## config.mk

```make
export PLATFORM = sky130hd
export DESIGN_NAME = ebpsm_port
export DESIGN_NICKNAME = d
export VERILOG_FILES = /design/src/include/ebpsm_pkg.sv /design/src/rtl/ebpsm_port.sv
export SDC_FILE = /design/constraint.sdc
export NUM_CORES = 1
export LEC_CHECK = 0
export BUFFER_PORTS_ARGS = -buffer_cell sky130_fd_sc_hd__buf_2
export CORE_MARGIN = 4
export CORE_UTILIZATION = 40
export CTS_CLUSTER_DIAMETER = 40
export DETAILED_ROUTE_END_ITERATION = 12
export PLACE_DENSITY = 0.63
export SYNTH_ARGS = -nofsm -noshare
export SYNTH_HDL_FRONTEND = slang
export SYNTH_SLANG_ARGS = --single-unit
```

## constraint.sdc

```tcl
create_clock -name clk_sys -period 2.3 [get_ports clk_sys]
set_input_delay 0.345 -clock clk_sys [delete_from_list [all_inputs] [get_ports clk_sys]]
set_output_delay 0.345 -clock clk_sys [all_outputs]
set_load 0.02 [all_outputs]
```

## src/include/ebpsm_pkg.sv

```systemverilog
// constants for the eight-bit port with segment multiplexer
// assumes a byte-wide cpu bus with separate read and write strobes
package ebpsm_pkg;
  localparam int          ADDR_W        = 12;
  localparam logic [11:0] OFS_LATCH     = 12'h0001;
  localparam logic [11:0] OFS_DIRECTION = 12'h0009;
  localparam logic [11:0] OFS_SEGMENT   = 12'h0f9e;
  localparam logic [7:0]  RST_LATCH     = 8'h00;
  localparam logic [7:0]  RST_DIRECTION = 8'h00;
  localparam logic [7:0]  RST_SEGMENT   = 8'h00;
  localparam int          BIT_SER_RX    = 0;
  localparam int          BIT_SER_TX    = 1;
  localparam int          BIT_INT_ONE   = 2;
  localparam int          BIT_INT_THREE = 4;
endpackage : ebpsm_pkg

```

## src/rtl/ebpsm_port.sv

```systemverilog
// port one: latch, direction and segment select with pin multiplexer
// assumes cpu read strobe marks the sample state, write strobe the
// update state; pins arrive asynchronously and pass three flops
module ebpsm_port
  import ebpsm_pkg::*;
#(
  parameter int WIDTH = 8
) (
  input  wire logic              clk_sys,
  input  wire logic              nrst,
  input  wire logic [ADDR_W-1:0] bus_addr,
  input  wire logic              bus_rd,
  input  wire logic              bus_wr,
  input  wire logic [WIDTH-1:0]  bus_wdata,
  output logic      [WIDTH-1:0]  bus_rdata,
  input  wire logic [WIDTH-1:0]  port_one_in,
  output logic      [WIDTH-1:0]  port_one_out,
  output logic      [WIDTH-1:0]  port_one_oe,
  input  wire logic [WIDTH-1:0]  segment_line_in,
  input  wire logic              serial_tx_in,
  output logic                   serial_rx_out,
  output logic      [2:0]        external_interrupt_out
);
  logic             rst_a_q, rst_b_q, rst_n;
  logic [WIDTH-1:0] s1_q, s2_q, s3_q, pin_q, pin_d;
  logic [WIDTH-1:0] latch_q, latch_d, dir_q, dir_d, seg_q, seg_d;
  logic [WIDTH-1:0] rdata_q, rdata_d, rd_view;
  logic             sel_latch, sel_dir, sel_seg;

  // reset release through two flops
  always_ff @(posedge clk_sys or negedge nrst) begin
    if (!nrst) begin
      rst_a_q <= 1'b0;
      rst_b_q <= 1'b0;
    end else begin
      rst_a_q <= 1'b1;
      rst_b_q <= rst_a_q;
    end
  end
  assign rst_n = rst_b_q;

  assign sel_latch = (bus_addr == OFS_LATCH);
  assign sel_dir   = (bus_addr == OFS_DIRECTION);
  assign sel_seg   = (bus_addr == OFS_SEGMENT);

  // pin level accepted only once second and third flops agree
  always_comb begin
    pin_d = pin_q;
    for (int i = 0; i < WIDTH; i++) begin
      if (s2_q[i] == s3_q[i]) begin
        pin_d[i] = s3_q[i];
      end
    end
  end

  // no input latch: view is live every cycle, caught only on reads
  always_comb begin
    for (int i = 0; i < WIDTH; i++) begin
      if (dir_q[i]) begin
        rd_view[i] = latch_q[i];
      end else if (seg_q[i]) begin
        rd_view[i] = 1'b0;
      end else begin
        rd_view[i] = pin_q[i];
      end
    end
  end

  always_comb begin
    latch_d = latch_q;
    dir_d   = dir_q;
    seg_d   = seg_q;
    rdata_d = rdata_q;
    if (bus_wr && sel_latch) begin
      latch_d = bus_wdata[WIDTH-1:0];
    end
    if (bus_wr && sel_dir) begin
      dir_d = bus_wdata[WIDTH-1:0];
    end
    if (bus_wr && sel_seg) begin
      seg_d = bus_wdata[WIDTH-1:0];
    end
    if (bus_rd) begin
      // sampled in the read cycle; unmapped reads give zero
      if (sel_latch) begin
        rdata_d = rd_view;
      end else if (sel_dir) begin
        rdata_d = dir_q;
      end else if (sel_seg) begin
        rdata_d = seg_q;
      end else begin
        rdata_d = '0;
      end
    end
  end

  always_ff @(posedge clk_sys or negedge rst_n) begin
    if (!rst_n) begin
      s1_q    <= '0;
      s2_q    <= '0;
      s3_q    <= '0;
      pin_q   <= '0;
      latch_q <= RST_LATCH;
      dir_q   <= RST_DIRECTION;
      seg_q   <= RST_SEGMENT;
      rdata_q <= '0;
    end else begin
      s1_q    <= port_one_in;
      s2_q    <= s1_q;
      s3_q    <= s2_q;
      pin_q   <= pin_d;
      latch_q <= latch_d;
      dir_q   <= dir_d;
      seg_q   <= seg_d;
      rdata_q <= rdata_d;
    end
  end

  assign bus_rdata = rdata_q;

  // pin driver: segment wins over everything, else direction decides
  always_comb begin
    for (int i = 0; i < WIDTH; i++) begin
      if (seg_q[i]) begin
        port_one_out[i] = segment_line_in[i];
        port_one_oe[i]  = 1'b1;
      end else begin
        port_one_out[i] = latch_q[i];
        port_one_oe[i]  = dir_q[i];
      end
    end
    // transmit is anded with the latch so latch 1 lets it through
    if (!seg_q[BIT_SER_TX]) begin
      port_one_out[BIT_SER_TX] = latch_q[BIT_SER_TX] & serial_tx_in;
    end
  end

  // secondary inputs see the filtered pin; gated off in segment mode
  assign serial_rx_out = pin_q[BIT_SER_RX] & ~seg_q[BIT_SER_RX];
  assign external_interrupt_out =
    pin_q[BIT_INT_THREE:BIT_INT_ONE] & ~seg_q[BIT_INT_THREE:BIT_INT_ONE];

  a_reset_clears: assert property (@(posedge clk_sys)
    $rose(rst_n) |-> (latch_q == '0 && dir_q == '0 && seg_q == '0))
    else $error("registers not clear after reset");

  a_write_updates: assert property (@(posedge clk_sys)
    disable iff (!rst_n)
    (bus_wr && sel_latch) |=> latch_q == $past(bus_wdata))
    else $error("latch write not applied");

  a_dir_write: assert property (@(posedge clk_sys)
    disable iff (!rst_n)
    (bus_wr && sel_dir) |=> dir_q == $past(bus_wdata))
    else $error("direction write not applied");

  a_seg_write: assert property (@(posedge clk_sys)
    disable iff (!rst_n)
    (bus_wr && sel_seg) |=> seg_q == $past(bus_wdata))
    else $error("segment select write not applied");

  // read result must stand until the next read strobe
  a_read_hold: assert property (@(posedge clk_sys)
    disable iff (!rst_n)
    !bus_rd |=> $stable(bus_rdata))
    else $error("read data changed without a read");

  a_unmapped_zero: assert property (@(posedge clk_sys)
    disable iff (!rst_n)
    (bus_rd && !sel_latch && !sel_dir && !sel_seg) |=> bus_rdata == '0)
    else $error("unmapped read not zero");

  a_rx_route: assert property (@(posedge clk_sys)
    disable iff (!rst_n)
    !seg_q[BIT_SER_RX] |-> serial_rx_out == pin_q[BIT_SER_RX])
    else $error("receive not routed from bit 0");

  a_int_route: assert property (@(posedge clk_sys)
    disable iff (!rst_n)
    !seg_q[BIT_INT_ONE] |-> external_interrupt_out[0] == pin_q[BIT_INT_ONE])
    else $error("interrupt one not routed from bit 2");

  a_tx_route: assert property (@(posedge clk_sys)
    disable iff (!rst_n)
    !seg_q[BIT_SER_TX] |->
      port_one_out[BIT_SER_TX] == (latch_q[BIT_SER_TX] & serial_tx_in))
    else $error("transmit not routed to bit 1");

  // per-bit checks: random mode mixes reach every branch on some bit,
  // whereas whole-byte antecedents would almost never fire
  for (genvar g = 0; g < WIDTH; g++) begin : g_bit_chk
    a_seg_drives: assert property (@(posedge clk_sys)
      disable iff (!rst_n)
      seg_q[g] |->
        (port_one_oe[g] && port_one_out[g] == segment_line_in[g]))
      else $error("segment select not driving segment");

    a_oe_follows: assert property (@(posedge clk_sys)
      disable iff (!rst_n)
      !seg_q[g] |-> port_one_oe[g] == dir_q[g])
      else $error("enable does not follow direction");

    a_read_out_mode: assert property (@(posedge clk_sys)
      disable iff (!rst_n)
      (bus_rd && sel_latch && dir_q[g]) |=>
        bus_rdata[g] == $past(latch_q[g]))
      else $error("output mode read not latch");

    a_read_seg_zero: assert property (@(posedge clk_sys)
      disable iff (!rst_n)
      (bus_rd && sel_latch && !dir_q[g] && seg_q[g]) |=> !bus_rdata[g])
      else $error("segment mode read not zero");

    a_read_input: assert property (@(posedge clk_sys)
      disable iff (!rst_n)
      (bus_rd && sel_latch && !dir_q[g] && !seg_q[g]) |=>
        bus_rdata[g] == $past(pin_q[g]))
      else $error("input mode read not pin level");
  end

  c_out_write: cover property (@(posedge clk_sys) bus_wr && sel_latch);
  c_in_read: cover property (@(posedge clk_sys)
    bus_rd && sel_latch && dir_q == '0);
  c_seg_mode: cover property (@(posedge clk_sys) seg_q != '0);
  c_mixed_read: cover property (@(posedge clk_sys)
    bus_rd && sel_latch && dir_q != '0 && seg_q != '0
    && (~dir_q & ~seg_q) != '0);
endmodule : ebpsm_port

```

==> metrics, run 1 <==
leakage power figure 1.66 nW; Period minus WS final 1.87 ns; Top Ports 69; Worst VDD drop 442 uV; fraction of registers with async set or reset after synthesis 100%; fin. max-slew vios 0; most common cell in the netlist dfrtp_1; Max Cap Violations 0; power density over cell area 682 mW/mm^2; global-route usage over all layers 14.7%; Seq pwr share 54.6%; initial antenna violation count 0; port bufs 68; power share of the clock group 39.1%; Critical-path top delay cell or4_4; Hold WS 0.119 ns; sequential-to-total area share from yosys stat 63.1%; initial core utilization 41.2%; main area contributors after synthesis dfrtp_1 (63%), mux2_2 (15%), maj3_1 (3.1%); CP Capture Type flop; dominant synthesized flop cell dfrtp_1; DP Area 0.00310 mm^2; Comb power frac 6.3%; Rows 29; final setup skew 0.00491 ns; Die ar. 0.00790 mm^2; share of layout cells above drive strength 1 50.4%; sw frac 22.3%; DR vias 1,721; status completed; CTS tree done; fin util 51.9%; routed wire length 5400 um; Via density 4.90; Setup CP Type input port to flop; CP top delay family simple AND/OR/NAND/NOR gates; Ys Warns 0; hold crit path type input port to flop; largest net degree at the start of global routing 47; H-tree depth 3; Setup TNS 0 ns; # nets final 310; wire per inst 15.4 um; Netlist Area Pre-Place 0.00262 mm^2; antenna fix cells 0; Mapped Nets 226; Synth Instances 185; Internal 1.75 mW; largest area contributor in the netlist dfrtp_1; crit-path max cell delay 0.57 ns; Final Cycle Share 81.2%; dpl hpwl 3900 um; Req. time, crit path 2.51 ns; CP Max Fanout 8; Hold Violations, Final 0; final count of negative-setup-slack endpoints 0; post-cts resize count 0; Worst setup SP type input port; first-pass GRT wire length 8600 um; CTS Buf Count 9; RePlAce Congestion 0.717; Post-DRT Antenna Nets 0; die width 88.9 um; placed cell count 334; top achievable clock speed 536 MHz; vias in the first global route 1,773; Synth top area share 63.1%; initial DRC count 44; Core Area 0.00635 mm^2; Remaining DRCs 0; # clock sinks 66; average cell area after synthesis 14.1 um^2; RSZ-0062 raised after global routing false; critical-path cell list buf_2, or4_4, nor3_1, nand3_1, mux2_2; Critical Path AT 2.08 ns; Post-Layout Inst Area 0.00329 mm^2; area grow syn2layout 25.9%; gr ovfl total 0; fin cells 351; clk_lat worst skew 0.33 ns; Yosys reg bits 66; Clock Tree Buf Depth 2; Commonest cells post-synth dfrtp_1 (66), mux2_2 (35), o21ai_0 (11); Post-synth EDFFs 0; CTS Root Cell clkbuf_8; Distinct cells, synth 29; Switch Pwr 0.501 mW; worst path buffer plus inverter count 1; TritonRoute pass-1 iters 5; clock transition at the registers of the reported paths 0.07 ns; Die H 88.9 um
-- power by group through the flow --
| stage | Clock, mW | Sequential (mW) | Combinational [mW] |
|---|---|---|---|
| 6_report | 0.878 | 1.23 | 0.143 |
| 5_1_grt | 0.964 | 1.23 | 0.160 |
| 4_1_cts | 0.913 | 1.23 | 0.147 |
| 3_5_place_dp | 0 | 1.25 | 0.144 |
| 3_3_place_gp | 0 | 1.25 | 0.142 |
| 2_1_floorplan | 0 | 1.25 | 0.0615 |
-- routing by layer --
layer  track usage [%]  share of wire [%]
met1              20.0                 45
met2              21.5                 46
met3              4.10                7.1
met4              7.83                2.0
met5                 0                  0
-- kinds of logic after synthesis --
group | synth area share [%]
flops | 63.1
simple gates | 11.5
mux | 15.1
compound gates | 6.70
fa+ha+maj | 3.06
buf+inv | 0.430
other cells | 0.143
-- path summary, 6_finish.rpt --
check	cells past startpoint	endpoint	slack (ns)	start
max	5	latch_q[0]	0.43	bus_addr[9]
min	1	s1_q[5]	0.12	port_one_in[5]
max reg2reg	4	bus_rdata[0]	1.16	pin_q[0]
min reg2reg	0	s2_q[3]	0.22	rst_b_q
max in group asynchronous	1	s2_q[1]	1.50	rst_b_q
min in group asynchronous	0	s2_q[3]	0.22	rst_b_q
-- flip-flops by register name (all words and copies together), names as in the netlist, 8 cells and up --
register and count:
latch_q 8, seg_q 8, dir_q 8, pin_q 8, bus_rdata 8, s2_q 8, s3_q 8, s1_q 8
-- cell usage in the layout (no fill, tap or decap), types with 7 or more instances in the layout --
cell	Yosys	routed
a21oi_1	7	7
a22oi_1	8	8
buf_2	0	68
clkbuf_8	0	12
dfrtp_1	66	65
maj3_1	8	8
mux2_2	35	35
nor2b_1	10	10
o21ai_0	11	11
or2_2	8	8
-- per-stage QoR --
stage	total power, mW	setup WS [ns]
CTS	2.29	0.441
floorplan	1.31	0.326
finish	2.25	0.433
global placement	1.39	0.130
detailed placement	1.39	0.0820
global route	2.35	0.370
-- worst register-to-register path, stage by stage (launching register included) --
cell	delay, ns
dfrtp_1	0.38
nor2b_1	0.14
mux2_2	0.28
a21oi_1	0.13
o21ai_0	0.09
-- timing repair --
action / CTS / global route
hold buffers: 1 / 0
buffers inserted: 0 / 0
hold endpoints to repair: 2 / 0
-- cell type report --
cell class | instances | area [um^2]
inverters | 2 | 7.51
fillers | 578 | 3060
flip-flops and latches | 66 | 1650
well taps | 77 | 96.3
repair buffers | 74 | 400
clock buffers | 14 | 173
multi-input cells | 116 | 953
clock inverters | 2 | 10.0
(Power assumes the default switching activity.)
==> run 2: changes to the inputs <==
==> constraint.sdc (replaced) <==
create_clock -name clk_sys -period 1.9 [get_ports clk_sys]
set_input_delay 0.285 -clock clk_sys [delete_from_list [all_inputs] [get_ports clk_sys]]
set_output_delay 0.285 -clock clk_sys [all_outputs]
set_load 0.02 [all_outputs]
==> run 2 against run 1 <==
Net effect: critical path depth rose by 1; final cell count is 0.85% higher; final area up 0.68%; sequential power up 21%; clock skew is 0.0029 ns higher; non-clock buffer count up 3; clock power up 21%; sequential cell count is the same; global-route usage is essentially flat; first-iteration DRC count rose by 43%; count of clock-buffer cells in the layout is the same; setup slack got worse by 0.19 ns; largest cell class unchanged.
==> metrics, run 2 (synthesis gave the netlist of run 1 again) <==
Hold WS 0.0579 ns (-0.0606 ns); top achievable clock speed 605 MHz; area taken by multi-input logic gates 953 um^2 (unchanged); fin util 52.2% (+0.35 points); Post-DRT Antenna Nets 0 (unchanged); Hold Violations, Final 0 (unchanged); CP Capture Type flop; leakage power figure 1.68 nW (+0.87%); critical-path cell list buf_2, or4_4, nor3_1, nand3_1, buf_4, mux2_2; Rows 29 (unchanged); H-tree depth 3 (unchanged); largest net degree at the start of global routing 28 (-40%); Core Area 0.00635 mm^2 (unchanged); RSZ-0062 raised after global routing false; initial core utilization 41.2% (unchanged); share of layout cells above drive strength 1 50.9% (+0.54 points); initial antenna violation count 0 (unchanged); Max-slew headroom 61.9%; antenna fix cells 0 (unchanged); Req. time, crit path 2.11 ns (-0.40 ns); Max Cap Violations 0 (unchanged); Die H 88.9 um (unchanged); fin. max-slew vios 0 (unchanged); Switch Pwr 0.600 mW (+20%); # nets final 313 (+0.97%); post-cts resize count 0 (unchanged); Comb power frac 6.3% (about the same); global-route usage over all layers 14.7% (about the same); vias in the first global route 1,715 (-3.3%); commonest non-fill, non-tap cells in the layout buf_2 (68), dfrtp_1 (65), mux2_2 (35); PnR Total Power 2.71 mW (+21%); most common cell after layout, fill and taps aside buf_2; CP top delay family simple AND/OR/NAND/NOR gates; Worst VDD drop 467 uV (+5.7%); # clock sinks 66 (unchanged); dpl hpwl 3880 um (-0.37%); Die ar. 0.00790 mm^2 (unchanged); TritonRoute pass-1 iters 4 (-1); Final Cycle Share 87.0%; power share of the clock group 38.9% (-0.2 points); RePlAce Congestion 0.769 (+7.4%); clock transition at the registers of the reported paths 0.07 ns (about the same); Clock Tree Buf Depth 2 (unchanged); Internal 2.11 mW (+21%); port bufs 68 (unchanged); first-pass GRT wire length 8440 um (-1.9%); routed wire length 5370 um (-0.52%); status completed; CTS Root Cell clkbuf_8; Via density 4.92 (+0.30%); wire per inst 15.2 um (-1.4%); Setup CP Type input port to flop; Fillers 570 (-1.4%); area grow syn2layout 26.7%; initial DRC count 63 (+43%); power density over cell area 819 mW/mm^2 (+20%); sequential cell area 0.00165 mm^2 (unchanged); Worst setup SP type input port; gr ovfl total 0 (unchanged); worst-margin pin slew 0.572 ns; Critical-path top delay cell or4_4; Period minus WS final 1.65 ns; DR vias 1,741 (+1.2%); worst path buffer plus inverter count 2 (+1); CTS Buf Count 9 (unchanged); final setup skew 0.00784 ns (+0.00292 ns); Seq pwr share 54.7% (about the same); crit-path max cell delay 0.57 ns (about the same); die width 88.9 um (unchanged); final count of negative-setup-slack endpoints 0 (unchanged); clk_lat worst skew 0.33 ns (about the same); hold crit path type input port to flop; sw frac 22.1% (-0.19 points); CTS tree done; Remaining DRCs 0 (unchanged); CP Max Fanout 8 (unchanged); Top Ports 69 (unchanged); Critical Path AT 1.87 ns (-0.21 ns)
==> run 2: cell types whose count changed in the layout (fill, tap and decap cells not counted), sizes merged <==
cell	delta
buf	+3
==> run 2: path summary, 6_finish.rpt <==
path,startpoint,end,slack [ns],cells after the start
worst max-delay path,bus_addr[9],latch_q[5],0.25,6
worst min-delay path,port_one_in[3],s1_q[3],0.06,1
worst max register to register,pin_q[0],bus_rdata[0],0.76,4
worst min register to register,rst_b_q,seg_q[0],0.26,0
max in group asynchronous,rst_b_q,s1_q[5],1.04,1
min in group asynchronous,nrst,rst_b_q,0.26,2
==> run 2: timing repair <==
action | CTS | global route
hold endpoints to repair | 2 | 0
hold buffers | 1 | 0
setup buffers | 0 | 0
==> run 2: power by group through the flow <==
stage	clock (mW)	combinational [mW]	sequential, mW
after floorplan	0	0.0745	1.52
after global placement	0	0.171	1.51
after detailed placement	0	0.173	1.51
after CTS	1.10	0.176	1.49
after global routing	1.16	0.192	1.49
final	1.06	0.172	1.49
==> run 2: final cells by class <==
class	count	share of cell area [%]
Sequential cell	66	49.8
Multi-Input combinational cell	116	28.8
Timing Repair Buffer	77	12.8
Clock buffer	14	5.21
Tap cell	77	2.91
Clock inverter	2	0.302
Inverter	2	0.226
==> run 2: per-stage QoR <==
step           area (um^2)  setup WS (ns)  std cells  setup TNS, ns
2_1_floorplan         2620         0.0501        185              0
3_3_place_gp          3120        0.00152        337              0
3_5_place_dp          3120        -0.0854        337         -0.753
4_1_cts               3320          0.263        354              0
5_1_grt               3320          0.231        354              0
6_report              3320          0.247        354              0
==> run 2: metal layers <==
metal  global-route usage [%]  vias up  share of wire, %  routed length [um]
met4                     8.65        0               2.1                 111
li1                         -      847                 -                   -
met3                     4.00       10               7.8                 419
met2                     21.4       58                46                2440
met1                     19.8      826                45                2400
met5                        0        -                 0                   0
